--- config.mk ---
export PLATFORM = sky130hd
export DESIGN_NAME = frame_handler
export DESIGN_NICKNAME = d
export VERILOG_FILES = /design/src/design/frame_pkg.sv /design/src/design/byte_fifo.sv /design/src/design/frame_handler.sv
export SDC_FILE = /design/constraint.sdc
export NUM_CORES = 2
export LEC_CHECK = 0
export BUFFER_PORTS_ARGS = -buffer_cell sky130_fd_sc_hd__buf_2
export CAP_MARGIN = 10
export CELL_PAD_IN_SITES_DETAIL_PLACEMENT = 1
export CELL_PAD_IN_SITES_GLOBAL_PLACEMENT = 1
export CORE_ASPECT_RATIO = 1.2
export CORE_MARGIN = 4
export CORE_UTILIZATION = 49
export DETAILED_ROUTE_END_ITERATION = 12
export PLACE_DENSITY = 0.79
export SLEW_MARGIN = 20
export SYNTH_ARGS = -nofsm -noshare
export SYNTH_HDL_FRONTEND = slang
export SYNTH_HIERARCHICAL = 1
export SYNTH_SLANG_ARGS = --single-unit
export TNS_END_PERCENT = 1
--- constraint.sdc ---
create_clock -name i_clk -period 7.59 [get_ports i_clk]
set_input_delay 1.518 -clock i_clk [delete_from_list [all_inputs] [get_ports i_clk]]
set_output_delay 1.518 -clock i_clk [all_outputs]
set_load 0.02 [all_outputs]
--- src/design/frame_pkg.sv ---
// Package with constants and carrier types for the serial frame handler.
package frame_pkg;
	// ***********************************************************
	// Timing.
	// ***********************************************************
	localparam int unsigned CLK_HZ = 10000000;
	localparam int unsigned BITS_PER_CHAR = 11;
	localparam int unsigned GAP_CHARS_X2 = 7;
	localparam int unsigned GAP_MARGIN_BITS = 1;
	// ***********************************************************
	// Baud and parity selection codes and addresses.
	// ***********************************************************
	localparam logic [2:0] BAUD_2400 = 3'h0;
	localparam logic [2:0] BAUD_9600 = 3'h1;
	localparam logic [2:0] BAUD_14400 = 3'h2;
	localparam logic [2:0] BAUD_28800 = 3'h3;
	localparam logic [2:0] BAUD_57600 = 3'h4;
	localparam logic [2:0] BAUD_115200 = 3'h5;
	localparam logic [1:0] PAR_NONE = 2'h0;
	localparam logic [1:0] PAR_ODD = 2'h1;
	localparam logic [1:0] PAR_EVEN = 2'h2;
	localparam logic [7:0] ADDR_MIN = 8'h01;
	localparam logic [7:0] ADDR_MAX = 8'hc8;
	// ***********************************************************
	// Function codes, values and CRC constants.
	// ***********************************************************
	localparam logic [7:0] FC_READ_COILS = 8'h01;
	localparam logic [7:0] FC_READ_REGS = 8'h03;
	localparam logic [7:0] FC_FORCE_COIL = 8'h05;
	localparam logic [7:0] FC_PRESET_REGS = 8'h10;
	localparam logic [7:0] FC_EXC_BIT = 8'h80;
	localparam logic [7:0] EXC_ILLEGAL_FUNC = 8'h01;
	localparam logic [7:0] EXC_ILLEGAL_VALUE = 8'h03;
	localparam logic [15:0] COIL_ON = 16'hff00;
	localparam logic [15:0] COIL_OFF = 16'h0000;
	localparam logic [15:0] CRC_INIT = 16'hffff;
	localparam logic [15:0] CRC_POLY = 16'ha001;
	localparam logic [7:0] MAX_COILS = 8'h10;
	localparam logic [7:0] MAX_REGS = 8'h20;
	localparam int unsigned BUF_BYTES = 73;
	localparam int unsigned FIFO_DEPTH = 16;
	// User-side request to the load.
	typedef struct packed {
		logic [7:0] func;
		logic [15:0] addr;
		logic [15:0] data;
	} access_t;
endpackage

--- src/design/byte_fifo.sv ---
// Parameterised synchronous FIFO with valid and ready on both sides.
`timescale 1ns/1ps
module byte_fifo #(
	parameter int WIDTH = 8,
	parameter int DEPTH = 16
) (
	input wire logic i_clk, // System clock.
	input wire logic i_rst_n, // Synchronous reset, active low.
	input wire logic i_valid, // Write data valid.
	output logic o_ready, // Space available.
	input wire logic [WIDTH-1:0] i_data, // Write data.
	output logic o_valid, // Read data valid.
	input wire logic i_ready, // Reader takes data.
	output logic [WIDTH-1:0] o_data // Read data.
);
	localparam int AW = $clog2(DEPTH);
	logic [WIDTH-1:0] mem [DEPTH];
	logic [AW:0] wr_q, rd_q;
	wire push = i_valid && o_ready;
	wire pop = o_valid && i_ready;
	// Full and empty come from pointers with a wrap bit.
	assign o_ready = !((wr_q[AW] != rd_q[AW]) && (wr_q[AW-1:0] == rd_q[AW-1:0]));
	assign o_valid = (wr_q != rd_q);
	assign o_data = mem[rd_q[AW-1:0]];
	// Pointers advance on each accepted transfer.
	always_ff @(posedge i_clk) begin
		if (!i_rst_n) begin
			wr_q <= '0;
			rd_q <= '0;
		end else begin
			if (push) wr_q <= wr_q + 1'b1;
			if (pop) rd_q <= rd_q + 1'b1;
		end
	end
	// Storage array has no reset.
	always_ff @(posedge i_clk) begin
		if (push) mem[wr_q[AW-1:0]] <= i_data;
	end
endmodule

--- src/design/frame_handler.sv ---
// Serial slave frame handler: UART, gap framing, CRC, decode and reply.
`timescale 1ns/1ps
//
// Contract
// RULE_01: Frames are delimited by idle gaps over three and a half characters.
// RULE_02: Characters are one start, eight data, one stop bit.
// RULE_03: Parity is selectable none, odd or even.
// RULE_04: Baud is selectable 2400, 9600, 14400, 28800, 57600 or 115200.
// RULE_05: Only frames carrying our station address are answered.
// RULE_06: Station address is valid only from 1 to 200.
// RULE_07: Multi-byte data fields travel most significant byte first.
// RULE_08: Coil value ff00 sets on, 0000 off, others leave unchanged.
// RULE_09: Function codes 01, 05, 03 and 10 are decoded.
// RULE_10: Frames end in a CRC-16, low byte first.
// RULE_11: CRC presets to all ones; each byte is XORed into low bits.
// RULE_12: Eight right shifts per byte, XOR a001 when the LSB is one.
// RULE_13: Read-coils request holds start address and count 1 to 16.
// RULE_14: Read-coils reply holds byte count 1 or 2 and coil bits.
// RULE_15: First requested coil sits in bit zero of first byte.
// RULE_16: Exception reply sets the top bit of the function code.
// RULE_17: Exception code lies between 01 and 04.
// RULE_18: Force-coil reply echoes address, function, coil and value.
// RULE_19: Read-registers request holds start address and count 1 to 32.
// RULE_20: Read-registers reply holds byte count twice the count, then data.
// RULE_21: Preset request holds address, count 1 to 32, byte count, data.
// RULE_22: A failing preset request is answered with function 90.
// RULE_23: Frames with a bad CRC are dropped without any reply.
// RULE_24: Gap threshold is derived from baud at eleven bits per character.
module frame_handler (
	input wire logic i_clk, // System clock, 10 MHz.
	input wire logic i_rst_n, // Synchronous reset, active low.
	input wire logic i_rxd, // Serial receive line.
	output logic o_txd, // Serial transmit line.
	input wire logic [2:0] i_baud_sel, // Baud rate code.
	input wire logic [1:0] i_parity_sel, // Parity mode.
	input wire logic [7:0] i_station, // Station address.
	output logic o_acc_valid, // Load access request strobe.
	output frame_pkg::access_t o_acc, // Load access request.
	input wire logic [15:0] i_acc_rdata, // Read data for the request.
	input wire logic i_acc_ok // Address accepted by the load.
);
	// ***********************************************************
	// Baud timing.
	// ***********************************************************
	function automatic logic [15:0] bit_cycles(input logic [2:0] sel);
		unique case (sel)
			frame_pkg::BAUD_2400: bit_cycles = 16'(frame_pkg::CLK_HZ / 2400);
			frame_pkg::BAUD_9600: bit_cycles = 16'(frame_pkg::CLK_HZ / 9600);
			frame_pkg::BAUD_14400: bit_cycles = 16'(frame_pkg::CLK_HZ / 14400);
			frame_pkg::BAUD_28800: bit_cycles = 16'(frame_pkg::CLK_HZ / 28800);
			frame_pkg::BAUD_57600: bit_cycles = 16'(frame_pkg::CLK_HZ / 57600);
			default: bit_cycles = 16'(frame_pkg::CLK_HZ / 115200);
		endcase
	endfunction
	// CRC step over one byte, eight shifts.
	function automatic logic [15:0] crc_byte(input logic [15:0] c, input logic [7:0] b);
		logic [15:0] r;
		r = c ^ {8'h00, b}; // see RULE_11
		for (int i = 0; i < 8; i++) begin
			r = r[0] ? ((r >> 1) ^ frame_pkg::CRC_POLY) : (r >> 1); // see RULE_12
		end
		crc_byte = r;
	endfunction
	wire [15:0] bit_len = bit_cycles(i_baud_sel); // see RULE_04
	// Gap of 38 bit times (3.5 characters rounded down) plus a one-bit margin, in cycles.
	wire [31:0] gap_len = 32'(bit_len) * (frame_pkg::BITS_PER_CHAR * frame_pkg::GAP_CHARS_X2 / 2
		+ frame_pkg::GAP_MARGIN_BITS); // see RULE_24
	wire par_on = (i_parity_sel != frame_pkg::PAR_NONE);
	wire [3:0] nbits = par_on ? 4'd11 : 4'd10; // see RULE_02 RULE_03
	// ***********************************************************
	// Receiver.
	// ***********************************************************
	logic [15:0] rx_cnt_q;
	logic [3:0] rx_idx_q;
	logic [9:0] rx_sh_q;
	logic rx_busy_q, rx_stb_q, rx_bad_q, rx_perr_q;
	logic [7:0] rx_byte_q;
	logic [31:0] idle_q;
	wire rx_last = rx_busy_q && rx_cnt_q == 16'h0000 && rx_idx_q == nbits - 4'd1;
	wire exp_par = ^rx_sh_q[8:1] ^ (i_parity_sel == frame_pkg::PAR_ODD);
	// Sample mid-bit, shift LSB first, check stop and parity.
	always_ff @(posedge i_clk) begin
		rx_stb_q <= 1'b0;
		if (!i_rst_n) begin
			rx_busy_q <= 1'b0;
			rx_cnt_q <= '0;
			rx_idx_q <= '0;
			rx_sh_q <= '0;
			rx_byte_q <= '0;
			rx_perr_q <= 1'b0;
		end else if (!rx_busy_q) begin
			if (!i_rxd) begin
				rx_busy_q <= 1'b1;
				rx_cnt_q <= bit_len >> 1;
				rx_idx_q <= '0;
			end
		end else if (rx_cnt_q != 16'h0000) begin
			rx_cnt_q <= rx_cnt_q - 16'h0001;
		end else begin
			rx_cnt_q <= bit_len - 16'h0001;
			rx_idx_q <= rx_idx_q + 4'd1;
			rx_sh_q <= {i_rxd, rx_sh_q[9:1]};
			if (rx_idx_q == 4'd0 && i_rxd) rx_busy_q <= 1'b0;
			if (rx_last) begin
				rx_busy_q <= 1'b0;
				rx_stb_q <= i_rxd; // see RULE_02
				rx_byte_q <= par_on ? rx_sh_q[8:1] : rx_sh_q[9:2];
				rx_perr_q <= par_on && (rx_sh_q[9] != exp_par); // see RULE_03
			end
		end
	end
	// Idle counter: a full gap closes the frame.
	wire gap_hit = (idle_q == gap_len);
	always_ff @(posedge i_clk) begin
		if (!i_rst_n) idle_q <= '0;
		else if (rx_busy_q || !i_rxd) idle_q <= '0;
		else if (idle_q != gap_len) idle_q <= idle_q + 32'd1; // see RULE_01
	end
	// ***********************************************************
	// Frame buffer and CRC.
	// ***********************************************************
	// Sequencer state, declared here because the buffer clears on it.
	typedef enum logic [2:0] {S_IDLE, S_CHECK, S_ACC, S_HDR, S_SEND, S_CRC, S_CLR} state_t;
	state_t state_q;
	logic [7:0] buf_q [frame_pkg::BUF_BYTES];
	logic [6:0] len_q;
	logic [15:0] rcrc_q;
	wire [15:0] rcrc_next = crc_byte(rcrc_q, rx_byte_q);
	logic done_q;
	// Collect bytes, mark overflow or parity errors as bad.
	always_ff @(posedge i_clk) begin
		done_q <= 1'b0;
		if (!i_rst_n) begin
			len_q <= '0;
			rcrc_q <= frame_pkg::CRC_INIT;
			rx_bad_q <= 1'b0;
		end else if (gap_hit && len_q != 7'd0) begin
			done_q <= 1'b1;
		end else if (rx_stb_q) begin
			if (len_q < 7'(frame_pkg::BUF_BYTES)) begin
				buf_q[len_q] <= rx_byte_q;
				len_q <= len_q + 7'd1;
			end else rx_bad_q <= 1'b1;
			rcrc_q <= rcrc_next;
			if (rx_perr_q) rx_bad_q <= 1'b1;
		end
		if (i_rst_n && state_q == S_CLR) begin
			len_q <= '0;
			rcrc_q <= frame_pkg::CRC_INIT; // see RULE_11
			rx_bad_q <= 1'b0;
		end
	end
	// ***********************************************************
	// Decode.
	// ***********************************************************
	wire [7:0] fc = buf_q[1];
	wire [15:0] start = {buf_q[2], buf_q[3]}; // see RULE_07
	wire [15:0] qty = {buf_q[4], buf_q[5]};
	wire addr_ok = (buf_q[0] == i_station) && (i_station >= frame_pkg::ADDR_MIN)
		&& (i_station <= frame_pkg::ADDR_MAX); // see RULE_05 RULE_06
	// A good CRC over the whole frame including the check leaves zero.
	wire crc_ok = (rcrc_q == 16'h0000) && !rx_bad_q && len_q >= 7'd4; // see RULE_10 RULE_23
	wire fc_known = fc == frame_pkg::FC_READ_COILS || fc == frame_pkg::FC_READ_REGS
		|| fc == frame_pkg::FC_FORCE_COIL || fc == frame_pkg::FC_PRESET_REGS; // see RULE_09
	wire coil_val_ok = qty == frame_pkg::COIL_ON || qty == frame_pkg::COIL_OFF; // see RULE_08
	wire cnt_ok = (fc == frame_pkg::FC_READ_COILS) ? (qty >= 16'h0001 && qty <= 16'(frame_pkg::MAX_COILS))
		: (fc == frame_pkg::FC_FORCE_COIL) ? coil_val_ok
		: (fc == frame_pkg::FC_PRESET_REGS) ? (qty >= 16'h0001 && qty <= 16'(frame_pkg::MAX_REGS)
			&& buf_q[6] == 8'(qty << 1) && len_q == 7'(qty << 1) + 7'd9) // see RULE_21 RULE_22
		: (qty >= 16'h0001 && qty <= 16'(frame_pkg::MAX_REGS)); // see RULE_13 RULE_19
	// ***********************************************************
	// Sequencer: execute accesses, then send reply.
	// ***********************************************************
	logic [5:0] item_q;
	logic [15:0] coils_q, tcrc_q;
	logic [7:0] exc_q;
	logic [1:0] crc_phase_q;
	logic [7:0] tx_in;
	logic tx_in_v;
	wire tx_in_rdy;
	wire is_exc = (exc_q != 8'h00);
	wire is_read = (fc == frame_pkg::FC_READ_COILS) || (fc == frame_pkg::FC_READ_REGS);
	wire [5:0] n_items = (fc == frame_pkg::FC_FORCE_COIL) ? 6'd1 : 6'(qty);
	wire [7:0] coil_bytes = (qty > 16'h0008) ? 8'h02 : 8'h01; // see RULE_14
	// Header bytes: address, code, then count or echoed fields.
	wire [5:0] hdr_len = is_exc ? 6'd3 : is_read ? 6'd3 : 6'd6;
	wire [7:0] hdr_byte = (item_q == 6'd0) ? buf_q[0]
		: (item_q == 6'd1) ? (is_exc ? (fc | frame_pkg::FC_EXC_BIT) : fc) // see RULE_16 RULE_22
		: is_exc ? exc_q // see RULE_17
		: (fc == frame_pkg::FC_READ_COILS) ? coil_bytes
		: (fc == frame_pkg::FC_READ_REGS) ? 8'(qty << 1) // see RULE_20
		: buf_q[item_q]; // see RULE_18
	// Body bytes for reads: coil bytes, or register words high first.
	wire [7:0] body_byte = (fc == frame_pkg::FC_READ_COILS)
		? (item_q[0] ? coils_q[15:8] : coils_q[7:0]) // see RULE_15
		: (item_q[0] ? i_acc_rdata[7:0] : i_acc_rdata[15:8]); // see RULE_07
	wire [6:0] body_len = (fc == frame_pkg::FC_READ_COILS) ? 7'(coil_bytes) : 7'(qty << 1);
	assign o_acc.func = fc;
	// Register reads step one word for every two bytes sent.
	wire [5:0] acc_idx = (state_q == S_SEND) ? (item_q >> 1) : item_q;
	assign o_acc.addr = start + 16'(acc_idx);
	assign o_acc.data = (fc == frame_pkg::FC_FORCE_COIL) ? qty
		: {buf_q[7 + 2 * item_q], buf_q[8 + 2 * item_q]};
	assign o_acc_valid = (state_q == S_ACC) && (fc != frame_pkg::FC_READ_REGS);
	// Output byte multiplexer into the transmit FIFO.
	always_comb begin
		tx_in_v = 1'b0;
		tx_in = 8'h00;
		if (state_q == S_HDR) begin
			tx_in_v = 1'b1;
			tx_in = hdr_byte;
		end else if (state_q == S_SEND) begin
			tx_in_v = 1'b1;
			tx_in = body_byte;
		end else if (state_q == S_CRC) begin
			tx_in_v = 1'b1;
			tx_in = crc_phase_q[0] ? tcrc_q[15:8] : tcrc_q[7:0]; // see RULE_10
		end
	end
	wire take = tx_in_v && tx_in_rdy;
	// Main sequence control.
	always_ff @(posedge i_clk) begin
		if (!i_rst_n) begin
			state_q <= S_IDLE;
			item_q <= '0;
			coils_q <= '0;
			exc_q <= '0;
			tcrc_q <= frame_pkg::CRC_INIT;
			crc_phase_q <= '0;
		end else begin
			unique case (state_q)
				S_IDLE: if (done_q) state_q <= S_CHECK;
				S_CHECK: begin
					item_q <= '0;
					coils_q <= '0;
					tcrc_q <= frame_pkg::CRC_INIT;
					crc_phase_q <= '0;
					exc_q <= !fc_known ? frame_pkg::EXC_ILLEGAL_FUNC
						: !cnt_ok ? frame_pkg::EXC_ILLEGAL_VALUE : 8'h00;
					if (!crc_ok || !addr_ok) state_q <= S_CLR;
					else if (!fc_known || !cnt_ok || fc == frame_pkg::FC_READ_REGS) state_q <= S_HDR;
					else state_q <= S_ACC;
				end
				S_ACC: begin
					coils_q[item_q[3:0]] <= i_acc_rdata[0];
					if (!i_acc_ok) begin
						exc_q <= frame_pkg::EXC_ILLEGAL_VALUE - 8'h01;
						item_q <= '0;
						state_q <= S_HDR;
					end else if (item_q == n_items - 6'd1) begin
						item_q <= '0;
						state_q <= S_HDR;
					end else item_q <= item_q + 6'd1;
				end
				S_HDR: if (take) begin
					tcrc_q <= crc_byte(tcrc_q, tx_in);
					if (item_q == hdr_len - 6'd1) begin
						item_q <= '0;
						state_q <= (is_read && !is_exc) ? S_SEND : S_CRC;
					end else item_q <= item_q + 6'd1;
				end
				S_SEND: if (take) begin
					tcrc_q <= crc_byte(tcrc_q, tx_in);
					if ({1'b0, item_q} == body_len - 7'd1) state_q <= S_CRC; // see RULE_20
					else item_q <= item_q + 6'd1;
				end
				S_CRC: if (take) begin
					crc_phase_q <= crc_phase_q + 2'd1;
					if (crc_phase_q[0]) state_q <= S_CLR;
				end
				S_CLR: state_q <= S_IDLE;
			endcase
		end
	end
	// ***********************************************************
	// Transmit FIFO and serialiser.
	// ***********************************************************
	wire tx_f_v;
	wire [7:0] tx_f_d;
	logic tx_busy_q;
	logic [10:0] tx_sh_q;
	logic [3:0] tx_left_q;
	logic [15:0] tx_cnt_q;
	wire tx_load = tx_f_v && !tx_busy_q;
	byte_fifo #(.WIDTH(8), .DEPTH(frame_pkg::FIFO_DEPTH)) u_tx_fifo (
		.i_clk(i_clk),
		.i_rst_n(i_rst_n),
		.i_valid(tx_in_v),
		.o_ready(tx_in_rdy),
		.i_data(tx_in),
		.o_valid(tx_f_v),
		.i_ready(tx_load),
		.o_data(tx_f_d)
	);
	wire tx_par = ^tx_f_d ^ (i_parity_sel == frame_pkg::PAR_ODD);
	// Shift out start, data LSB first, optional parity and stop.
	always_ff @(posedge i_clk) begin
		if (!i_rst_n) begin
			tx_busy_q <= 1'b0;
			tx_sh_q <= '1;
			tx_left_q <= '0;
			tx_cnt_q <= '0;
		end else if (tx_load) begin
			tx_busy_q <= 1'b1;
			tx_sh_q <= par_on ? {1'b1, tx_par, tx_f_d, 1'b0} : {2'b11, tx_f_d, 1'b0}; // see RULE_02
			tx_left_q <= nbits;
			tx_cnt_q <= bit_len - 16'h0001;
		end else if (tx_busy_q) begin
			if (tx_cnt_q != 16'h0000) tx_cnt_q <= tx_cnt_q - 16'h0001;
			else begin
				tx_cnt_q <= bit_len - 16'h0001;
				tx_sh_q <= {1'b1, tx_sh_q[10:1]};
				tx_left_q <= tx_left_q - 4'd1;
				if (tx_left_q == 4'd1) tx_busy_q <= 1'b0;
			end
		end
	end
	assign o_txd = tx_busy_q ? tx_sh_q[0] : 1'b1;
endmodule

Yosys cells after proc, flatten, opt, wreduce, memory -nomap -nowiden
Memories as Yosys holds them, arrays and structs flattened. A register that Yosys moved wholly into a read port is not among the register bits.
Index checks and enable logic that the tools add are counted.
{ "op_classes": {"addsub": 19, "div": 0, "mul": 1, "muxes": 117, "magnitude_cmp": 10, "n_reduce_logical": 73, "n_bitwise": 25, "shifts": 0, "n_eq_ne": 47} }
{ "ops": {"columns": ["op", "count"], "rows": [
  ["$mux 16", 24],
  ["$mux 8", 15],
  ["$pmux 13 s5", 1],
  ["$pmux 16 s2", 2],
  ["$mux 6", 10],
  ["$logic_not 16->1", 3],
  ["$not 2->3", 16],
  ["$mux 3", 12],
  ["$mux 11", 3],
  ["$add 32x1->32 const B", 1],
  ["$eq 32x22->1", 1],
  ["$mux 4", 8],
  ["$ne 32x22->1", 1],
  ["$reduce_bool 16->1", 2],
  ["$sub 16x1->16 const B", 2],
  ["$xor 16x8->16", 2],
  ["$mux 1", 30],
  ["$pmux 6 s4", 1],
  ["$mul 16x6->22 const B", 1],
  ["$logic_and 1x1->1", 21],
  ["$pmux 3 s7", 1],
  ["$ne 2x2->1 const B", 9],
  ["$add 16x6->16", 1],
  ["$bwmux 16", 1],
  ["68 further kinds", 124]
]} }
{ "word_totals": {"romBits": 0, "ff_bits": 191, "wordCells": 318, "latchBits": 0, "in_bits": 33, "out_inout_bits": 42, "ram_bits": 712, "n_memories": 2} }
{ "mem_list": {"columns": ["memory", "depth", "width", "read_ports", "rd_clocked_by_memory_dff", "write_ports", "line_no", "rtl"], "rows": [
  ["buf_q", 73, 8, 10, 1, 1, "frame_handler.sv:125", "logic [7:0] buf_q [frame_pkg::BUF_BYTES];"],
  ["u_tx_fifo.mem", 16, 8, 1, 1, 1, "byte_fifo.sv:17", "logic [WIDTH-1:0] mem [DEPTH];"]
]} }

Logic depth before layout (Yosys ltp)
An unclocked memory read counts as a cell.
{ "depth": {"word_depth": 27, "depth_mapped": 25, "mapped_depth_nobuf": 21} }

Hierarchy
The synthesis kept the hierarchy.
{ "by_module_without_submodules": {"columns": ["module", "seq_area_each_um2", "n_inst", "cells_per_inst", "area_per_inst_um2"], "rows": [
  ["frame_handler", 22781.8, 1, 3146, 42343.1],
  ["byte_fifo", 4124.0, 1, 285, 5831.8]
]} }

Least setup slack after synthesis
No wires, ideal clock.
{ "synth_timing": {"path_kind": "input-to-reg", "from": "input i_baud_sel[0]", "to": "memory buf_q[53][0] (enable)", "required_time_ns": 7.207, "arrival_ns": 6.974, "path_stages": 24, "setup_ns": 0.383, "path_slack_ns": 0.233, "n_path_buf": 3, "path_cell_list": "clkbuf_1 -> nor2b_1 -> clkbuf_1 -> inv_1 -> nor2_1 -> inv_1 -> ha_1 -> ha_1 -> inv_1 -> fa_1 -> inv_1 -> ha_1 -> o21ai_0 -> nand2b_1 -> a21oi_1 -> or3b_2 -> o22a_1 -> o21ai_0 -> nand3_1 -> o2111ai_1 -> o21ai_1 -> or2_2 -> clkbuf_1 -> nor3_1"} }
{ "synth_via": {"elab_chain_cells": 8, "word_cells_on_any_way": 12, "cone_classes": "mul (1); eq/ne (5); mux (4); reduce/logical (2)"} }
{ "synth_lines": {"columns": ["item", "line_no", "rtl"], "rows": [
  ["from (decl)", "frame_handler.sv:34", "input wire logic [2:0] i_baud_sel,"],
  ["$eq 3x3->1 (tied with other cells)", "frame_handler.sv:46", "unique case (sel)"],
  ["$pmux 13 s5 *", "frame_handler.sv:46", null],
  ["$mul 16x6->22 *", "frame_handler.sv:66", "wire [31:0] gap_len = 32'(bit_len) * (frame_pkg::BITS_PER_CHAR * frame_pkg::GAP_CHARS_X2 / 2"],
  ["$eq 32x22->1 *", "frame_handler.sv:113", "wire gap_hit = (idle_q == gap_len);"],
  ["$logic_and 1x1->1 *", "frame_handler.sv:137", "end else if (gap_hit && len_q != 7'd0) begin"],
  ["$mux 1 *", "frame_handler.sv:137", null],
  ["$mux 1 *", "frame_handler.sv:133", "if (!i_rst_n) begin"],
  ["$mux 1 (not written as such) *", "frame_handler.sv:141", "buf_q[len_q] <= rx_byte_q;"],
  ["to (decl)", "frame_handler.sv:125", null]
]} }
Every way passes the cells marked *; elsewhere a longest branch is shown, timed or not.

Worst setup path after layout
{ "layout_timing": {"from": "input i_baud_sel[0]", "to": "memory buf_q[53][6] (enable)"} }
The elaborated chain is that of the path after synthesis.

==> implementation parameters <==
Parameter                              Value

Timing
  Pins over their slew limit ... 0
  Setup slack of the critical path after layout ... 0.711 ns
  Final setup viols ... 0
  Total count of hold-check failures in the final report ... 0
  Min Hold Slack ... 0.475 ns
  Setup repair after global routing missed its margin ... false
  Worst max-slew margin expressed relative to the limit ... 0.193
  Fmax ... 145 MHz
  Portion of the clock cycle consumed by the worst path in the final layout ... 0.906
  Accumulated negative setup slack ... 0 ns
  Slew @ Worst Pin ... 1.21 ns
  Clock period minus final worst setup slack ... 6.88 ns
  Skew final ... 0.0342 ns

Cells and area
  Area delta synth->final ... 12.1%
  Final standard cell count with taps included and fillers excluded ... 4945
  Total Nets Final ... 3718
  Share of post-route cells with drive strength above 1 ... 0.226

Critical path
  Endpoint class of the critical path ... flop
  CP Data Arrival Time ... 7.31 ns
  Element type at the critical path start ... primary input
  Data required time at the worst endpoint ... 8.02 ns
  Biggest fanout along the worst timing path ... 21
  Worst setup path class ... primary input to flop
  Reg2Reg Setup Slack ... 1.41 ns
  Reg2Reg Depth ... 17
  Critical R2R Capture ... tcrc_q[0]
  Crit Reg-Reg Startpoint ... item_q[2]

Drt
  Routed via count ... 33800
  Number of remaining DRC errors ... 0
  DRT Wirelength ... 164000 µm
  Ratio of routed vias to standard cells ... 6.84
  Router iterations before antenna repair ... 7
  Post-DRT Antenna Nets ... 0
  Iter 0 DRT Violations ... 4811
  Wire per inst ... 33.1 µm

Synth
  Ys async rst share ... 0
  Number of enable-type register cells in the synthesized netlist ... 768
  Leading post-synthesis cells by cell area ... sky130_fd_sc_hd__edfxtp_1 48%, sky130_fd_sc_hd__mux4_2 16%, sky130_fd_sc_hd__dfxtp_1 8.0%
  Most used flip-flop cell after synthesis ... sky130_fd_sc_hd__edfxtp_1
  Sequential area share after synthesis ... 0.559
  Number of unique standard cell types used by synthesis ... 95
  Post-synthesis sequential element count ... 960
  Post-synthesis area per instance ... 14.0 µm²
  Cells after Synth ... 3431
  Post-synthesis cell area ... 48200 µm²
  Yosys Warn Count ... 6
  Top cell type's share of synthesized area ... 0.479
  Largest area contributor in the synthesized netlist ... sky130_fd_sc_hd__edfxtp_1

Worst hold path
  WHS Endpoint ... coils_q[13]
  Startpoint of the tightest hold check path ... coils_q[13]
  Hold Path Stages ... 2
  Type of the tightest min-delay check ... flop to flop

Clock network
  Worst-path clk slew ... 0.06 ns
  TritonCTS clock tree ... yes
  Number of levels the H-tree was split into ... 3
  Number of CTS-inserted buffers ... 96
  Hold_buf cts ... 0
  Clock root cell ... sky130_fd_sc_hd__clkbuf_16
  Bufs on Longest Clock Path ... 3
  Cells resized by post-CTS repair ... 0
  TritonCTS Sinks ... 960
  Number of setup buffers added after CTS ... 0
  Clock latency on the worst-skew pair ... 0.70 ns

GRT
  Global-route wire length before repair ... 239000 µm
  Global router's overall resource usage ... 0.314
  Largest net degree at the start of global routing ... 83
  Via count of the first global-routing pass ... 34300
  Initial antenna violation count ... 8
  GR Overflow Total ... 0

Run
  Total of max-cap violations ... 0

Place
  IO buf count ... 74
  Placed Instances ... 4762
  Worst setup slack before clock tree synthesis ... 0.102 ns
  HPWL Detailed ... 111000 µm
  Final GP Congestion ... 1.01

Die
  Die Area ... 103000 µm²
  Horiz. Die Dim ... 294 µm
  Placeable Area ... 97100 µm²
  Height of the chip ... 351 µm
  Starting Density ... 0.496
  I/O pin count ... 75
  # rows ... 125

Pwr
  Peak supply drop ... 0.160 mV
  Power per unit of standard cell area ... 203 nW/µm²
  Static leakage ... 15.6 nW

Status
  Run status ... completed
critical path, stage by stage:
cell                        delay (ns)
sky130_fd_sc_hd__buf_2            0.16
sky130_fd_sc_hd__nor2b_1          0.17
sky130_fd_sc_hd__inv_1            0.22
sky130_fd_sc_hd__nor2_1           0.10
sky130_fd_sc_hd__buf_4            0.17
sky130_fd_sc_hd__fa_1             0.55
sky130_fd_sc_hd__ha_1             0.16
sky130_fd_sc_hd__inv_1            0.06
sky130_fd_sc_hd__fa_1             0.50
sky130_fd_sc_hd__inv_1            0.04
sky130_fd_sc_hd__ha_1             0.35
sky130_fd_sc_hd__o21ai_0          0.11
sky130_fd_sc_hd__nand2b_1         0.11
sky130_fd_sc_hd__a21oi_1          0.09
sky130_fd_sc_hd__or3b_2           0.47
sky130_fd_sc_hd__o22a_1           0.25
sky130_fd_sc_hd__xnor2_1          0.14
sky130_fd_sc_hd__a21oi_1          0.22
sky130_fd_sc_hd__o2111ai_1        0.32
sky130_fd_sc_hd__o21ai_4          0.25
sky130_fd_sc_hd__buf_4            0.29
sky130_fd_sc_hd__or2_2            0.61
sky130_fd_sc_hd__nor3_1           0.16
sky130_fd_sc_hd__buf_4            0.24
layout make-up:
cell class                 count  area, µm²
clock buffer                 125       2580
tap                         1270       1590
timing repair buffer         237       1630
clock inverter                54        633
fill                        9392      43100
inverter                      93        349
sequential                   960      26900
multi-input combinational   2204      20300
antenna                        2       5.00
worst max-delay path by stage:
stage	from	endpoint	slack, ns	depth (start not counted)
6_report	i_baud_sel[0]	buf_q[53][6]	0.71	24
4_1_cts	i_baud_sel[0]	buf_q[53][7]	0.78	24
5_1_grt	i_baud_sel[1]	buf_q[22][4]	0.46	24
3_3_place_gp	i_baud_sel[0]	buf_q[72][4]	0.30	24
3_5_place_dp	i_baud_sel[0]	buf_q[61][5]	0.10	24
2_1_floorplan	i_baud_sel[0]	buf_q[53][0]	0.23	24
logic make-up after synthesis:
| logic type | Yosys count | synth area share |
|---|---|---|
| other | 2 | 0.000156 |
| flip-flops | 960 | 0.559 |
| buffers and inverters | 324 | 0.0302 |
| AND/OR/NAND/NOR | 912 | 0.0930 |
| multiplexers | 461 | 0.192 |
| XOR/XNOR | 179 | 0.0335 |
| AO/OA/AOI/OAI | 500 | 0.0660 |
| adder cells (fa/ha/maj) | 93 | 0.0263 |
placed cells by master, fill, tap and decap left out, types with 11 or more instances in the layout:
cell type                   synthesis  layout
sky130_fd_sc_hd__edfxtp_1         768     768
sky130_fd_sc_hd__mux4_2           334     334
sky130_fd_sc_hd__nand2_1          279     279
sky130_fd_sc_hd__dfxtp_1          192     176
sky130_fd_sc_hd__nor2_1           168     168
sky130_fd_sc_hd__buf_4              5     160
sky130_fd_sc_hd__a21oi_1          133     132
sky130_fd_sc_hd__o21ai_0          128     127
sky130_fd_sc_hd__xnor2_1          114     112
sky130_fd_sc_hd__clkbuf_16          0      96
sky130_fd_sc_hd__nand3_1           92      92
sky130_fd_sc_hd__inv_1             91      90
sky130_fd_sc_hd__nor3_1            92      90
sky130_fd_sc_hd__ha_1              79      78
sky130_fd_sc_hd__mux2i_1           75      75
sky130_fd_sc_hd__buf_2             25      74
sky130_fd_sc_hd__conb_1             2      59
sky130_fd_sc_hd__xor2_1            59      58
sky130_fd_sc_hd__nand4_1           45      45
sky130_fd_sc_hd__and3_1            36      36
sky130_fd_sc_hd__nor4_1            55      32
sky130_fd_sc_hd__o22ai_1           30      30
sky130_fd_sc_hd__mux4_1            27      27
sky130_fd_sc_hd__a211oi_1          27      26
sky130_fd_sc_hd__mux2_2            25      25
sky130_fd_sc_hd__nor2b_1           25      24
sky130_fd_sc_hd__nand2b_1          25      24
sky130_fd_sc_hd__nor4_2             1      24
sky130_fd_sc_hd__or3_1             24      24
sky130_fd_sc_hd__a22oi_1           21      21
sky130_fd_sc_hd__clkbuf_1         146      21
sky130_fd_sc_hd__o211ai_1          20      20
sky130_fd_sc_hd__fa_1              14      14
sky130_fd_sc_hd__clkinv_1           0      14
sky130_fd_sc_hd__a311oi_1          13      13
sky130_fd_sc_hd__and2_1            12      12
sky130_fd_sc_hd__or2_2             11      11
sky130_fd_sc_hd__clkinv_2           0      11
sequential cells by signal, summed over array words and instances (netlist names), 2 cells and up, named ones only:
name            flops
buf_q             640
u_tx_fifo/mem     128
idle_q             32
coils_q            16
rcrc_q             16
rx_cnt_q           16
tcrc_q             16
tx_cnt_q           16
tx_sh_q            10
rx_sh_q             9
rx_byte_q           8
len_q               7
item_q              6
u_tx_fifo/rd_q      5
u_tx_fifo/wr_q      5
rx_idx_q            4
tx_left_q           4
state_q             3
exc_q               2
cell usage after synthesis (30+ instances only):
| library cell | number |
|---|---|
| sky130_fd_sc_hd__and3_1 | 36 |
| sky130_fd_sc_hd__xor2_1 | 59 |
| sky130_fd_sc_hd__nor2_1 | 168 |
| sky130_fd_sc_hd__clkbuf_1 | 146 |
| sky130_fd_sc_hd__nand2_1 | 279 |
| sky130_fd_sc_hd__nand4_1 | 45 |
| sky130_fd_sc_hd__buf_1 | 34 |
| sky130_fd_sc_hd__nor3_1 | 92 |
| sky130_fd_sc_hd__edfxtp_1 | 768 |
| sky130_fd_sc_hd__nand3_1 | 92 |
| sky130_fd_sc_hd__nor4_1 | 55 |
| sky130_fd_sc_hd__ha_1 | 79 |
| sky130_fd_sc_hd__mux2i_1 | 75 |
| sky130_fd_sc_hd__a21oi_1 | 133 |
| sky130_fd_sc_hd__o21ai_0 | 128 |
| sky130_fd_sc_hd__inv_1 | 91 |
| sky130_fd_sc_hd__mux4_2 | 334 |
| sky130_fd_sc_hd__xnor2_1 | 114 |
| sky130_fd_sc_hd__dfxtp_1 | 192 |
| sky130_fd_sc_hd__o22ai_1 | 30 |
power breakdown:
part / switching [W] / internal, W / leakage (nW)
clock: 0.00216 / 0.00277 / 1.55
combinational: 0.000268 / 0.000166 / 6.82
sequential: 0.0000139 / 0.00562 / 7.19
layer usage:
metal | track usage | wire length (µm) | vias up
met1 | 0.387 | 57500 | 17200
met5 | 0 | 74 | -
li1 | - | - | 13800
met4 | 0.187 | 11700 | 10
met2 | 0.508 | 77200 | 2214
met3 | 0.0769 | 17200 | 588
through the flow:
step,power [W],cell area (µm²),util
floorplan,0.00606,48400,-
global placement,0.00616,50700,0.522
detailed placement,0.00618,50700,0.522
CTS,0.0110,53900,0.555
global route,0.0113,54000,0.556
finish,0.0110,54000,0.556
No activity file was read; power rests on OpenSTA's default activity.
